--- src/include/fan_ctrl_params.svh ---
// Purpose: offsets, field positions, reset values and timing counts of the fan speed block
// Assumes: 250 MHz core clock
// Notes: guarded against double inclusion
`ifndef FAN_CTRL_PARAMS_SVH
`define FAN_CTRL_PARAMS_SVH

`define CLK_MHZ 250
`define CLK_PERIOD_NS 4
// drain-source overcurrent persistence, ns
`define OC_PERSIST_NS 640
`define OC_PERSIST_CYC ((`OC_PERSIST_NS + `CLK_PERIOD_NS - 1) / `CLK_PERIOD_NS)
// register offsets (own choice)
`define REG_CURVE0 8'h00
`define REG_CURVE1 8'h04
`define REG_CURVE2 8'h08
`define REG_CURVE3 8'h0c
`define REG_PROT 8'h10
`define REG_STATUS 8'h14
`define REG_SPEED 8'h18
`define REG_ADC 8'h1c
`define REG_ID 8'h20
// field positions in REG_CURVE0
`define F_MINIMUM_SPEED_SETTING_LSB 0
`define F_INVERT_BIT 12
`define F_CLAMPOPT_BIT 14
`define F_ANALOG_BIT 15
`define F_SLOPE_LSB 16
// reset values
`define RST_MINIMUM_SPEED_SETTING 12'd2000
`define RST_SLOPE 14'd2243
`define RST_ENTHR 8'd97
`define RST_DISTHR 8'd79
`define RST_CLAMPOPT 1'b1
// demand arithmetic
`define DUTY_FULL 9'd511
`define ADC_OFFSET 10'd12
`define SLOPE_SHIFT 6
`define MAXCLAMP_STEP 3
// arbitrary identification value
`define ID_VALUE 32'h0000_5a01
`endif

--- src/include/fan_ctrl_pkg.sv ---
// Purpose: types shared by the fan speed demand block
// Assumes: constants come from fan_ctrl_params.svh
// Notes: none
package fan_ctrl_pkg;
	typedef enum logic [2:0]
	{
		ST_STANDBY = 3'b000,
		ST_START = 3'b001,
		ST_RUN = 3'b010,
		ST_LOCKOFF = 3'b011,
		ST_COAST = 3'b100,
		ST_SHUTDOWN = 3'b101
	} drive_state_t;

	typedef struct packed
	{
		logic [11:0] min_speed;
		logic [13:0] slope;
		logic invert;
		logic clamp_opt;
		logic analog_mode;
		logic [7:0] en_thr;
		logic [7:0] dis_thr;
		logic [7:0] low_clamp;
		logic [3:0] high_clamp;
		logic [3:0] high_hys;
		logic [8:0] sw_duty;
		logic [15:0] sw_speed;
	} curve_cfg_t;

	typedef struct packed
	{
		logic [1:0] limit_level;
		logic limit_disable;
		logic recovery_sel;
		logic [23:0] lock_off_cyc;
		logic [23:0] coast_cyc;
		logic [3:0] pole_pairs;
		logic fault_disable;
	} prot_cfg_t;
endpackage

--- src/rtl/duty_meter.sv ---
// Purpose: measures high time over period of the demand pwm into a 9-bit duty
// Assumes: input synchronous to CLK
// Notes: value refreshes once per completed period, at each rising edge
`include "fan_ctrl_params.svh"
module duty_meter
	import fan_ctrl_pkg::*;
(
	input wire logic clk,
	input wire logic nrst,
	input wire logic pwm_in,
	output logic [8:0] duty,
	output logic period_done
);
	typedef struct packed
	{
		logic prev;
		logic [23:0] period;
		logic [23:0] high;
		logic [8:0] duty;
		logic done;
	} meter_t;
	meter_t s_reg;
	meter_t s_next;
	logic [32:0] scaled;
	always_comb
	begin
		s_next = s_reg;
		s_next.done = 1'b0;
		s_next.prev = pwm_in;
		scaled = 33'({9'd0, s_reg.high} * 33'(`DUTY_FULL));
		if (pwm_in && !s_reg.prev)
		begin
			if (s_reg.period != 24'd0)
			begin
				s_next.duty = 9'(scaled / 33'(s_reg.period)); // RULE24
			end
			s_next.done = 1'b1;
			s_next.period = 24'd1;
			s_next.high = 24'd1;
		end
		else
		begin
			if (s_reg.period != 24'hffffff)
			begin
				s_next.period = s_reg.period + 24'd1;
			end
			if (pwm_in && s_reg.high != 24'hffffff)
			begin
				s_next.high = s_reg.high + 24'd1;
			end
		end
	end
	always_ff @(posedge clk or negedge nrst)
	begin
		if (!nrst)
		begin
			s_reg <= '0;
		end
		else
		begin
			s_reg <= s_next;
		end
	end
	assign duty = s_reg.duty;
	assign period_done = s_reg.done;
endmodule

--- src/rtl/fan_speed_demand_control.sv ---
// Purpose: speed demand, curve and protection control of a sensorless fan driver
// Assumes: all inputs synchronous to CLK; analog converter delivers a raw code
// Notes: registers reached over a plain address/strobe port
// Contract
// RULE1: measure demand duty in logic into 9 bits, map through curve to target
// RULE2: standby when demand stays low past lock off-time, unless curve keeps minimum
// RULE3: tach output gives two periods per revolution, scaled by pole pairs; below four pole pairs the code toggles it on every electrical cycle
// RULE4: tach output is open drain shared with serial data; demand pin shared
// RULE5: fault output flags rotor fault, or end of start when disabled
// RULE6: select duty or analog; code is volts/4.82mV minus 12, limited 0..511
// RULE7: host keeps demand pwm between max(100Hz, 2.5x tach) and 100kHz
// RULE8: locked rotor switches drive off for lock off-time before restart
// RULE9: rotation sense 1 sequences A,B,C; 0 sequences A,C,B
// RULE10: sense change while running coasts, then restarts, resynchronizing if reversed
// RULE11: overcurrent lasting 640ns shuts drivers; recovery by pwm toggle or timeout
// RULE12: with limit enabled, sink overcurrent cuts source drivers for the pwm cycle
// RULE13: two-bit limit code selects 3.2, 2.6, 1.8 or 1 A
// RULE14: minimum speed setting 0..4095 rpm, 1 rpm resolution
// RULE15: target equals slope setting times duty over 64 plus minimum speed
// RULE16: eight-bit enable threshold on duty; zero runs motor at zero duty
// RULE17: eight-bit disable threshold stops drive when duty falls below it
// RULE18: invert bit mirrors the speed curve about input duty
// RULE19: duty below low clamp code ignored; code zero disables clamp
// RULE20: high clamp at 511 minus code times 8; option picks open or clamped
// RULE21: high clamp switching uses hysteresis of code plus one steps
// RULE22: nonzero slope switch duty joins two slopes at switch point
// RULE23: enable and disable thresholds act as a hysteresis pair
// RULE24: demand value updates once per completed input pwm period
`include "fan_ctrl_params.svh"
module fan_speed_demand_control
	import fan_ctrl_pkg::*;
(
	input wire logic CLK,
	input wire logic NRST,
	input wire logic [7:0] ADDR,
	input wire logic [31:0] WDATA,
	input wire logic WR,
	input wire logic RD_STB,
	output logic [31:0] RDATA,
	input wire logic SPEED_DEMAND_INPUT,
	input wire logic [9:0] ADC_RAW,
	input wire logic ROTATION_SENSE,
	input wire logic ROTOR_LOCKED,
	input wire logic ROTOR_FAULT,
	input wire logic START_DONE,
	input wire logic REVERSE_SPIN,
	input wire logic ELEC_CYCLE,
	input wire logic DS_OVERCURRENT,
	input wire logic SINK_OVERCURRENT,
	input wire logic PWM_CYCLE_START,
	input wire logic SDA_OUT,
	input wire logic SDA_OE,
	output logic SDA_IN,
	input wire logic SPEED_TACH_IN,
	output logic SPEED_TACH_OUTPUT_O,
	output logic SPEED_TACH_OUTPUT_OE,
	output logic ROTOR_FAULT_O,
	output logic ROTOR_FAULT_OE,
	output logic DRIVE_EN,
	output logic SOURCE_EN,
	output logic BRAKE_RESYNC,
	output logic [2:0] PHASE_ORDER,
	output logic [1:0] CURRENT_LIMIT_LEVEL,
	output logic [15:0] TARGET_SPEED
);
	typedef struct packed
	{
		curve_cfg_t curve;
		prot_cfg_t prot;
		drive_state_t st;
		logic [23:0] timer;
		logic [23:0] low_cnt;
		logic [7:0] oc_cnt;
		logic enabled;
		logic open_hi;
		logic src_cut;
		logic dir_q;
		logic pwm_q;
		logic tach;
		logic [3:0] pp_cnt;
		logic fault;
		logic [31:0] rdata;
		logic [8:0] demand;
	} top_t;
	top_t s_reg;
	top_t s_next;
	logic [8:0] meas_duty;
	logic meas_done;
	logic [8:0] adc_code;
	logic [8:0] demand_src;
	logic [15:0] curve_target;
	logic [8:0] eff_duty;
	logic [8:0] max_lvl;
	logic [8:0] hys;
	logic keeps_min;
	logic pwm_edge;
	duty_meter u_meter
	(
		.clk(CLK),
		.nrst(NRST),
		.pwm_in(SPEED_DEMAND_INPUT),
		.duty(meas_duty),
		.period_done(meas_done)
	);
	speed_curve u_curve
	(
		.clk(CLK),
		.nrst(NRST),
		.demand(s_reg.demand),
		.cfg(s_reg.curve),
		.open_loop_hi(s_reg.open_hi),
		.target(curve_target),
		.eff_duty(eff_duty)
	);
	always_comb
	begin
		// analog code: raw minus offset, limited to full scale
		if (ADC_RAW < `ADC_OFFSET)
		begin
			adc_code = 9'd0; // RULE6
		end
		else if (ADC_RAW - `ADC_OFFSET > 10'(`DUTY_FULL))
		begin
			adc_code = `DUTY_FULL; // RULE6
		end
		else
		begin
			adc_code = 9'(ADC_RAW - `ADC_OFFSET); // RULE6
		end
		demand_src = s_reg.curve.analog_mode ? adc_code : meas_duty; // RULE1
		max_lvl = `DUTY_FULL - 9'({s_reg.curve.high_clamp, 3'b000});
		hys = 9'({s_reg.curve.high_hys, 1'b0}) + 9'd2;
		keeps_min = (s_reg.curve.low_clamp != 8'd0) || (s_reg.curve.en_thr == 8'd0);
		pwm_edge = SPEED_DEMAND_INPUT && !s_reg.pwm_q;
	end
	always_comb
	begin
		s_next = s_reg;
		s_next.pwm_q = SPEED_DEMAND_INPUT;
		s_next.dir_q = ROTATION_SENSE;
		if (s_reg.curve.analog_mode || meas_done)
		begin
			s_next.demand = demand_src; // RULE24
		end
		if (!s_reg.enabled && s_reg.demand >= {1'b0, s_reg.curve.en_thr})
		begin
			s_next.enabled = 1'b1; // RULE16 RULE23
		end
		else if (s_reg.enabled && s_reg.demand < {1'b0, s_reg.curve.dis_thr}
			&& s_reg.curve.en_thr != 8'd0)
		begin
			s_next.enabled = 1'b0; // RULE17 RULE23
		end
		// open loop above the high clamp, with hysteresis
		if (s_reg.curve.high_clamp == 4'd0 || s_reg.curve.clamp_opt)
		begin
			s_next.open_hi = 1'b0;
		end
		else if (eff_duty >= max_lvl)
		begin
			s_next.open_hi = 1'b1; // RULE20
		end
		else if ({1'b0, eff_duty} + {1'b0, hys} < {1'b0, max_lvl})
		begin
			s_next.open_hi = 1'b0; // RULE21
		end
		if (SPEED_DEMAND_INPUT || s_reg.curve.analog_mode)
		begin
			s_next.low_cnt = 24'd0;
		end
		else if (s_reg.low_cnt != 24'hffffff)
		begin
			s_next.low_cnt = s_reg.low_cnt + 24'd1;
		end
		// overcurrent persistence
		if (DS_OVERCURRENT)
		begin
			if (s_reg.oc_cnt != 8'hff)
			begin
				s_next.oc_cnt = s_reg.oc_cnt + 8'd1;
			end
		end
		else
		begin
			s_next.oc_cnt = 8'd0;
		end
		// cycle by cycle limit
		if (PWM_CYCLE_START)
		begin
			s_next.src_cut = 1'b0;
		end
		if (SINK_OVERCURRENT && !s_reg.prot.limit_disable)
		begin
			s_next.src_cut = 1'b1; // RULE12
		end
		if (s_reg.timer != 24'd0)
		begin
			s_next.timer = s_reg.timer - 24'd1;
		end
		unique case (s_reg.st)
			ST_STANDBY:
			begin
				if (s_reg.enabled || keeps_min)
				begin
					s_next.st = ST_START;
				end
			end
			ST_START, ST_RUN:
			begin
				if (s_reg.st == ST_START && START_DONE)
				begin
					s_next.st = ST_RUN;
				end
				if (!s_reg.enabled && !keeps_min)
				begin
					s_next.st = ST_STANDBY;
				end
				if (!keeps_min && s_reg.low_cnt >= s_reg.prot.lock_off_cyc)
				begin
					s_next.st = ST_STANDBY; // RULE2
				end
				if (ROTOR_LOCKED)
				begin
					s_next.st = ST_LOCKOFF; // RULE8
					s_next.timer = s_reg.prot.lock_off_cyc;
				end
				if (ROTATION_SENSE != s_reg.dir_q)
				begin
					s_next.st = ST_COAST; // RULE10
					s_next.timer = s_reg.prot.coast_cyc;
				end
				if (s_reg.oc_cnt >= 8'(`OC_PERSIST_CYC))
				begin
					s_next.st = ST_SHUTDOWN; // RULE11
					s_next.timer = s_reg.prot.coast_cyc;
				end
			end
			ST_LOCKOFF, ST_COAST:
			begin
				if (s_reg.timer == 24'd0 && !(s_reg.st == ST_COAST && REVERSE_SPIN))
				begin
					s_next.st = ST_START; // RULE8 RULE10
				end
			end
			ST_SHUTDOWN:
			begin
				if (s_reg.prot.recovery_sel ? (s_reg.timer == 24'd0) : pwm_edge)
				begin
					s_next.st = ST_START; // RULE11
				end
			end
			default:
			begin
				s_next.st = ST_STANDBY;
			end
		endcase
		// four tach edges per pole pairs of electrical cycles; below four pairs one per cycle
		if (ELEC_CYCLE && s_reg.st == ST_RUN)
		begin
			if (5'(s_reg.pp_cnt) + 5'd4 >= {1'b0, s_reg.prot.pole_pairs})
			begin
				s_next.pp_cnt = (s_reg.prot.pole_pairs <= 4'd4) ? 4'd0
					: 4'(5'(s_reg.pp_cnt) + 5'd4 - {1'b0, s_reg.prot.pole_pairs});
				s_next.tach = !s_reg.tach; // RULE3
			end
			else
			begin
				s_next.pp_cnt = s_reg.pp_cnt + 4'd4;
			end
		end
		s_next.fault = s_reg.prot.fault_disable ? START_DONE : ROTOR_FAULT; // RULE5
		if (WR)
		begin
			unique case (ADDR)
				`REG_CURVE0:
				begin
					s_next.curve.min_speed = WDATA[`F_MINIMUM_SPEED_SETTING_LSB +: 12]; // RULE14
					s_next.curve.invert = WDATA[`F_INVERT_BIT];
					s_next.curve.clamp_opt = WDATA[`F_CLAMPOPT_BIT];
					s_next.curve.analog_mode = WDATA[`F_ANALOG_BIT];
					s_next.curve.slope = WDATA[`F_SLOPE_LSB +: 14];
				end
				`REG_CURVE1:
				begin
					s_next.curve.en_thr = WDATA[7:0];
					s_next.curve.dis_thr = WDATA[15:8];
					s_next.curve.low_clamp = WDATA[23:16];
					s_next.curve.high_clamp = WDATA[27:24];
					s_next.curve.high_hys = WDATA[31:28];
				end
				`REG_CURVE2:
				begin
					s_next.curve.sw_duty = WDATA[8:0];
					s_next.curve.sw_speed = WDATA[31:16];
				end
				`REG_CURVE3:
				begin
					s_next.prot.lock_off_cyc = WDATA[23:0];
				end
				`REG_PROT:
				begin
					s_next.prot.limit_level = WDATA[1:0]; // RULE13
					s_next.prot.limit_disable = WDATA[2];
					s_next.prot.recovery_sel = WDATA[3];
					s_next.prot.pole_pairs = WDATA[7:4];
					s_next.prot.fault_disable = WDATA[8];
					s_next.prot.coast_cyc = {1'b0, WDATA[31:9]};
				end
				default:
				begin
				end
			endcase
		end
		s_next.rdata = 32'h0000_0000;
		if (RD_STB)
		begin
			unique case (ADDR)
				`REG_CURVE0: s_next.rdata = {2'b00, s_reg.curve.slope, s_reg.curve.analog_mode,
					s_reg.curve.clamp_opt, 1'b0, s_reg.curve.invert, s_reg.curve.min_speed};
				`REG_CURVE1: s_next.rdata = {s_reg.curve.high_hys, s_reg.curve.high_clamp,
					s_reg.curve.low_clamp, s_reg.curve.dis_thr, s_reg.curve.en_thr};
				`REG_CURVE2: s_next.rdata = {s_reg.curve.sw_speed, 7'd0, s_reg.curve.sw_duty};
				`REG_CURVE3: s_next.rdata = {8'd0, s_reg.prot.lock_off_cyc};
				`REG_PROT: s_next.rdata = {s_reg.prot.coast_cyc[22:0], s_reg.prot.fault_disable,
					s_reg.prot.pole_pairs, s_reg.prot.recovery_sel, s_reg.prot.limit_disable,
					s_reg.prot.limit_level};
				`REG_STATUS: s_next.rdata = {16'd0, 2'd0, s_reg.demand, s_reg.open_hi,
					s_reg.enabled, s_reg.st};
				`REG_SPEED: s_next.rdata = {7'd0, eff_duty, curve_target};
				`REG_ADC: s_next.rdata = {23'd0, adc_code};
				`REG_ID: s_next.rdata = `ID_VALUE;
				default: s_next.rdata = 32'h0000_0000;
			endcase
		end
	end
	always_ff @(posedge CLK or negedge NRST)
	begin
		if (!NRST)
		begin
			s_reg <= '0;
			s_reg.curve.min_speed <= `RST_MINIMUM_SPEED_SETTING;
			s_reg.curve.slope <= `RST_SLOPE;
			s_reg.curve.en_thr <= `RST_ENTHR;
			s_reg.curve.dis_thr <= `RST_DISTHR;
			s_reg.curve.clamp_opt <= `RST_CLAMPOPT;
			s_reg.prot.pole_pairs <= 4'd2;
			s_reg.prot.lock_off_cyc <= 24'd1000;
			s_reg.prot.coast_cyc <= 24'd1000;
			s_reg.dir_q <= 1'b1;
		end
		else
		begin
			s_reg <= s_next;
		end
	end
	assign RDATA = s_reg.rdata;
	// open drain: drive low for serial data low while SDA_OE is set, otherwise for tach low
	assign SPEED_TACH_OUTPUT_O = 1'b0;
	assign SPEED_TACH_OUTPUT_OE = (SDA_OE && !SDA_OUT) || (!SDA_OE && !s_reg.tach); // RULE4
	assign SDA_IN = SPEED_TACH_IN; // RULE4
	assign ROTOR_FAULT_O = 1'b0;
	assign ROTOR_FAULT_OE = !s_reg.fault; // RULE5
	assign DRIVE_EN = (s_reg.st == ST_START) || (s_reg.st == ST_RUN);
	assign SOURCE_EN = DRIVE_EN && !s_reg.src_cut; // RULE12
	assign BRAKE_RESYNC = (s_reg.st == ST_COAST) && REVERSE_SPIN && s_reg.timer == 24'd0; // RULE10
	assign PHASE_ORDER = s_reg.dir_q ? 3'b001 : 3'b010; // RULE9
	assign CURRENT_LIMIT_LEVEL = s_reg.prot.limit_level; // RULE13
	assign TARGET_SPEED = s_reg.open_hi ? 16'hffff : curve_target; // RULE1
endmodule

--- src/rtl/speed_curve.sv ---
// Purpose: maps 9-bit demand into a target speed in rpm
// Assumes: configuration stable while in use
// Notes: registered output, one cycle latency
`include "fan_ctrl_params.svh"
module speed_curve
	import fan_ctrl_pkg::*;
(
	input wire logic clk,
	input wire logic nrst,
	input wire logic [8:0] demand,
	input curve_cfg_t cfg,
	input wire logic open_loop_hi,
	output logic [15:0] target,
	output logic [8:0] eff_duty
);
	typedef struct packed
	{
		logic [15:0] target;
		logic [8:0] duty;
	} curve_t;
	curve_t s_reg;
	curve_t s_next;
	logic [8:0] d;
	logic [8:0] max_lvl;
	logic [31:0] acc;
	always_comb
	begin
		s_next = s_reg;
		d = cfg.invert ? (`DUTY_FULL - demand) : demand; // RULE18
		max_lvl = `DUTY_FULL - 9'({cfg.high_clamp, 3'b000});
		if (cfg.low_clamp != 8'd0 && d < {1'b0, cfg.low_clamp})
		begin
			d = {1'b0, cfg.low_clamp}; // RULE19
		end
		if (cfg.high_clamp != 4'd0 && d > max_lvl && !open_loop_hi)
		begin
			d = max_lvl; // RULE20
		end
		if (cfg.sw_duty != 9'd0 && d > cfg.sw_duty)
		begin
			acc = 32'(cfg.sw_speed) + 32'((32'(d - cfg.sw_duty) * 32'(cfg.slope))
				>> `SLOPE_SHIFT); // RULE22
		end
		else if (cfg.sw_duty != 9'd0)
		begin
			acc = 32'(cfg.min_speed) + 32'((32'(cfg.sw_speed - 16'(cfg.min_speed))
				* 32'(d)) / 32'(cfg.sw_duty)); // RULE22
		end
		else
		begin
			acc = 32'(cfg.min_speed) + ((32'(d) * 32'(cfg.slope)) >> `SLOPE_SHIFT); // RULE15 RULE14
		end
		s_next.target = (acc > 32'h0000ffff) ? 16'hffff : acc[15:0];
		s_next.duty = d;
	end
	always_ff @(posedge clk or negedge nrst)
	begin
		if (!nrst)
		begin
			s_reg <= '0;
		end
		else
		begin
			s_reg <= s_next;
		end
	end
	assign target = s_reg.target;
	assign eff_duty = s_reg.duty;
endmodule

--- config.mk ---
export PLATFORM = sky130hd
export DESIGN_NAME = fan_speed_demand_control
export DESIGN_NICKNAME = d
export VERILOG_FILES = /design/src/include/fan_ctrl_pkg.sv /design/src/rtl/duty_meter.sv /design/src/rtl/fan_speed_demand_control.sv /design/src/rtl/speed_curve.sv
export VERILOG_INCLUDE_DIRS = /design/src /design/src/include
export SDC_FILE = /design/constraint.sdc
export NUM_CORES = 2
export LEC_CHECK = 0
export ABC_AREA = 0
export BUFFER_PORTS_ARGS = -buffer_cell sky130_fd_sc_hd__buf_2
export CELL_PAD_IN_SITES_DETAIL_PLACEMENT = 1
export CELL_PAD_IN_SITES_GLOBAL_PLACEMENT = 1
export CORE_MARGIN = 4
export CORE_UTILIZATION = 46
export CTS_BUF_LIST = sky130_fd_sc_hd__clkbuf_2
export CTS_CLUSTER_SIZE = 16
export DETAILED_ROUTE_END_ITERATION = 16
export GPL_TIMING_DRIVEN = 1
export PLACE_DENSITY = 0.82
export SLEW_MARGIN = 20
export SYNTH_ARGS = -nofsm -noshare
export SYNTH_HDL_FRONTEND = slang
export SYNTH_SLANG_ARGS = --single-unit
export TNS_END_PERCENT = 10
--- constraint.sdc ---
create_clock -name CLK -period 113.4 [get_ports CLK]
set_clock_uncertainty 0.2 [all_clocks]
set_input_delay 22.68 -clock CLK [delete_from_list [all_inputs] [get_ports CLK]]
set_output_delay 22.68 -clock CLK [all_outputs]
set_load 0.02 [all_outputs]
Yosys cells after proc, flatten, opt, wreduce, memory -nomap -nowiden
Index checks and enable logic that the tools add are counted.
{ "totals": {"regBits": 336, "inputBits": 67, "out_inout_bits": 61, "word_cells": 209} }
{ "classes": {"addsub": 18, "multipliers": 4, "div": 2, "magnitude_cmp": 14, "eq_ne": 23, "muxes": 44, "reduce_logical": 65} }
{ "op_table": {"columns": ["op", "count"], "rows": [
  ["case mux 32 bit (9 select lines)", 1],
  ["two-way mux 24 bit", 6],
  ["two-way mux 32 bit", 3],
  ["two-way mux 27 bit", 3],
  ["adder 24 x 1 -> 24 bit, second input constant", 3],
  ["inequality test 24 bit, second input constant", 3],
  ["two-way mux 9 bit", 6],
  ["two-way mux 48 bit", 1],
  ["nonzero test 24 bit", 2],
  ["divider 33 x 24 -> 33 bit", 1],
  ["multiplier 24 x 9 -> 33 bit, second input constant", 1],
  ["adder 12 x 32 -> 32 bit", 1],
  ["divider 32 x 9 -> 32 bit", 1],
  ["equality test 8 x 5 -> 1 bit, second input constant", 4],
  ["greater-than comparator 32 x 16 -> 1 bit, second input constant", 1],
  ["multiplier 32 x 14 -> 32 bit", 1],
  ["multiplier 32 x 9 -> 32 bit", 1],
  ["two-way mux 16 bit", 2],
  ["adder 16 x 26 -> 27 bit", 1],
  ["greater-or-equal comparator 24 bit", 1],
  ["zero test 24 bit", 1],
  ["subtractor 24 x 1 -> 24 bit, second input constant", 1],
  ["multiplier 9 x 14 -> 23 bit", 1],
  ["logical AND 1 bit", 20],
  ["other kinds (52)", 104]
]} }

Depth between registers and ports, before layout
{ "depth": {"word_depth": 16, "depth_mapped": 698, "ltp_nobuf": 657} }

Cells and area by module
A second synthesis with hierarchy kept.
{ "hier_totals": {"cells_unflattened": 11182, "area_unflattened_um2": 87794.2} }
{ "modules_own_cells": {"columns": ["module", "n_inst", "cells_each", "area_each_um2", "seq_area_each_um2"], "rows": [
  ["speed_curve", 1, 5150, 39053.7, 625.6],
  ["duty_meter", 1, 4724, 34954.8, 1476.4],
  ["fan_speed_demand_control", 1, 1308, 13785.7, 6373.6]
]} }

Worst setup path after synthesis
Ideal clock, no wire load.
{ "synth_path": {"path_kind": "register -> register", "start": "register u_meter.s_reg[13] (netlist name)", "end": "register u_meter.s_reg, in the netlist u_meter.duty[0]", "setup_ps": 136, "t_arrival_ps": 121215, "required_ps": 113064, "setup_slack_ps": -8151, "path_stages_with_launch": 678, "n_path_buf": 46, "synth_period_minus_slack_ps": 121551, "path_cell_list": "dfrtp_1 -> fa_1 -> inv_1 -> fa_1 -> inv_1 -> ha_1 -> inv_1 -> fa_1 -> inv_1 -> fa_1 -> a21o_1 -> a21oi_1 -> o21bai_1 -> a21oi_1 -> o21bai_1 -> a21oi_1 -> o21bai_1 -> a21oi_1 -> [... 642 more ...] -> buf_1 -> nand2_1 -> o21ai_0 -> ha_1 -> a21o_1 -> a21o_1 -> a21oi_1 -> o21ai_0 -> a221oi_1 -> nor2_1 -> a211oi_1 -> o21ai_0 -> a21o_1 -> a21o_1 -> a221oi_1 -> nand4_1 -> a2111oi_0 -> a31oi_1"} }
{ "synth_via": {"elab_chain_len": 2} }
{ "synth_lines": {"columns": ["item", "line", "rtl"], "rows": [
  ["from (decl)", "duty_meter.sv:22", "meter_t s_reg;"],
  ["from (signal assigned)", "duty_meter.sv:61", "s_reg <= s_next;"],
  ["multiplier 24 x 9 -> 33 bit", "duty_meter.sv:30", "scaled = 33'({9'd0, s_reg.high} * 33'(`DUTY_FULL));"],
  ["divider 33 x 24 -> 33 bit", "duty_meter.sv:35", "s_next.duty = 9'(scaled / 33'(s_reg.period));"]
]} }
No other way between the ends.
A chain may end at the register's enable or synchronous reset.

Worst setup path in the final report
{ "layout_path": {"start": "register u_meter.s_reg[16] (netlist name)", "end": "register u_meter.s_reg, in the netlist u_meter.duty[0]"} }
Same word-level chain as after synthesis.

==> impl_metrics.toml <==
[timing]
setup_ws_ns = -0.9783
rsz0062_at_grt = "true"
slew_headroom = 0.2762
worstMarginPinSlew_ns = 1.082
fin_crit_sh = 1.009
finalHoldViolCount = 0
setup_viol = 1
period_needed_ns = 114.38
fmax_mhz = 8.743
drv_slew = 0

[drt]
ant_nets = 0
wl_um = 304200
viasPerCell = 6.303
wl_per_cell_um = 23.35
drc = 0
num_vias = 82110
dr.pass1.iters = 6
drt_iter0_drc = 5083

[placed_design]
gp_congestion = 0.9243
post-place-ws_ns = -4.503
hpwl_um = 236900
placedCellCount = 12640
port_buffers = 122

[outcome]
status = "finished, violations left"
failed_checks = "negative setup slack"

[worst_setup_path]
r2r_start = "u_meter.s_reg[16]"
endpoint_kind = "register"
critPathKind = "reg2reg"
cp.required_ns = 114.35
slowest_delay_ns = 0.68
rr_worst_depth = 645
worstPathArrival_ns = 115.33
slowest_stage = "fa_1"
critPathMaxFanout = 19
timing.rr.end = "u_meter.duty[0]"
crit_top_cell = "o21a_1"
worst-r2r-setup-slack_ns = -0.98
crit_path_start_kind = "register"

[layout]
fillers = 21600
instances_no_fill = 13030
layout_commonest_cell = "ha_1"
area_growth_pct = 10.35
nets = 12290
final_cell_mix = "1105 x ha_1, 940 x nand2_1, 775 x inv_1, 775 x nor2_1, 623 x nor3_1"
drive_above_1_share = 0.1480
largest_reg_flops = 218

[global_route]
grt_pass1_vias = 86930
antenna_found_initial = 11
grt_overflow = 0
grt_use_total = 0.3122
grt_pass1_wl_um = 473000
grt_max_degree = 133

[clocking]
cts_buffers = 88
cts_tree = "done"
root_buffer = "clkbuf_2"
clk_pin_slew_worst_paths_ns = 0.15
cts_sinks = 336
cts_buffer_depth = 3
clock_latency_ns = 1.37
htree_levels = 3
hold_buffers = 0

[floorplanning]
die_area_um2 = 183500
core-area_um2 = 175900
rows = 154
initial_core_util = 0.4621
ios = 128
die_w_um = 428.4
die_height_um = 428.4

[yosys]
synthesis.area_um2 = 81300
synth_edf_count = 0
async_flop_share = 1.000
synth_seq_cells = 336
synth_cell_types = 136
synth_warnings = 0
syn_inst = 10220
yosysSeqAreaShare = 0.1039
syn_avg_cell_area_um2 = 7.952
synth_ff_type = "dfrtp_1"

[min_path]
worstHoldStart = "s_reg[46]"
whs_path_depth = 1
hold_path_class = "reg2reg"
whs_endpoint = "s_reg[46]"

[run]
cap_violations = 0
## worst max-delay path, delay by kind of cell, from the launching register on
family	cells	cell delay (ns)
XOR/XNOR	2	0.35
multiplexers	6	1.62
buffers and inverters	44	4.20
AO/OA/AOI/OAI	429	79.26
flip-flops	1	0.48
adder cells (fa/ha/maj)	38	11.65
AND/OR/NAND/NOR	126	16.11
## worst max-delay path by stage
stage,end,start,cells after the start
finish,u_meter.duty[0],u_meter.s_reg[16],645
detailed placement,u_meter.duty[0],u_meter.s_reg[14],649
floorplan,u_meter.duty[0],u_meter.s_reg[13],689
global placement,u_meter.duty[0],u_meter.s_reg[14],647
CTS,u_meter.duty[0],u_meter.s_reg[14],654
global route,u_meter.duty[0],u_meter.s_reg[16],651
## logic make-up after synthesis
kind of cell	synth area share
DFF	0.1039
AOI/OAI and AO/OA	0.2336
buffers and inverters	0.05551
other	0.00004613
adders and majority gates	0.2939
and+or+nand+nor	0.2086
muxes	0.04956
xor gates and xnor gates	0.05482
## through the flow
step / utilization / hold slack, ns / area (um2) / TNS [ns]
after CTS: 0.4978 / 0.2603 / 87570 / -0.03610
after floorplan: - / 0.2458 / 81740 / 0
after global placement: 0.4885 / 0.2660 / 85930 / 0
after detailed placement: 0.4885 / 0.2738 / 85930 / -5.796
final: 0.5100 / 0.2983 / 89710 / -0.9783
after global routing: 0.5099 / 0.2962 / 89700 / -12.80
## cells in the mapped netlist, drive strengths merged, types with 47 or more instances
master	instances	area share
nor2b	135	0.010
fa	496	0.12
nand3	149	0.0093
nand2b	108	0.0083
a22oi	47	0.0043
mux2i	87	0.011
nand4	115	0.0094
o21ai	445	0.028
xnor2	314	0.034
and2	158	0.012
or2	107	0.0082
nand2	951	0.044
clkbuf	253	0.012
a21o	230	0.021
nor4	64	0.0056
nor2	811	0.038
nor3	633	0.039
o21bai	73	0.0068
and3	51	0.0039
mux2	278	0.039
xor2	194	0.021
a21oi	516	0.032
a31oi	74	0.0059
o21a	581	0.054
dfrtp	302	0.093
or3	80	0.0062
buf	101	0.0071
inv	792	0.037
ha	1116	0.17
o31ai	282	0.026
o211ai	90	0.0084
a211oi	53	0.0053
## repair_timing
action,CTS,global route
pin swaps,67,206
gates cloned,2,3
gates resized for setup,112,209
buffers inserted,48,167
setup endpoints to repair,4,19
## area by class of cell
type	count	area, um2	area share
well taps	2340	2928	0.03263
inverters	794	2988	0.03330
flip-flops and latches	336	8466	0.09436
clock inverters	37	216.5	0.002413
diodes	9	22.52	0.0002510
multi-input cells	8742	69700	0.7769
clock buffers	124	620.6	0.006917
repair inverters	2	10.01	0.0001116
repair buffers	643	4765	0.05311
## metal layers
layer	part of all wire	GRT usage	vias to the layer above
met5	0.000043	0	-
li1	-	-	37570
met4	0.049	0.1335	2
met2	0.49	0.5513	2523
met1	0.40	0.3761	41130
met3	0.059	0.04754	886
Power is not shown: default switching activity piles up to over one toggle a cycle in this logic, so the estimate is an artifact.
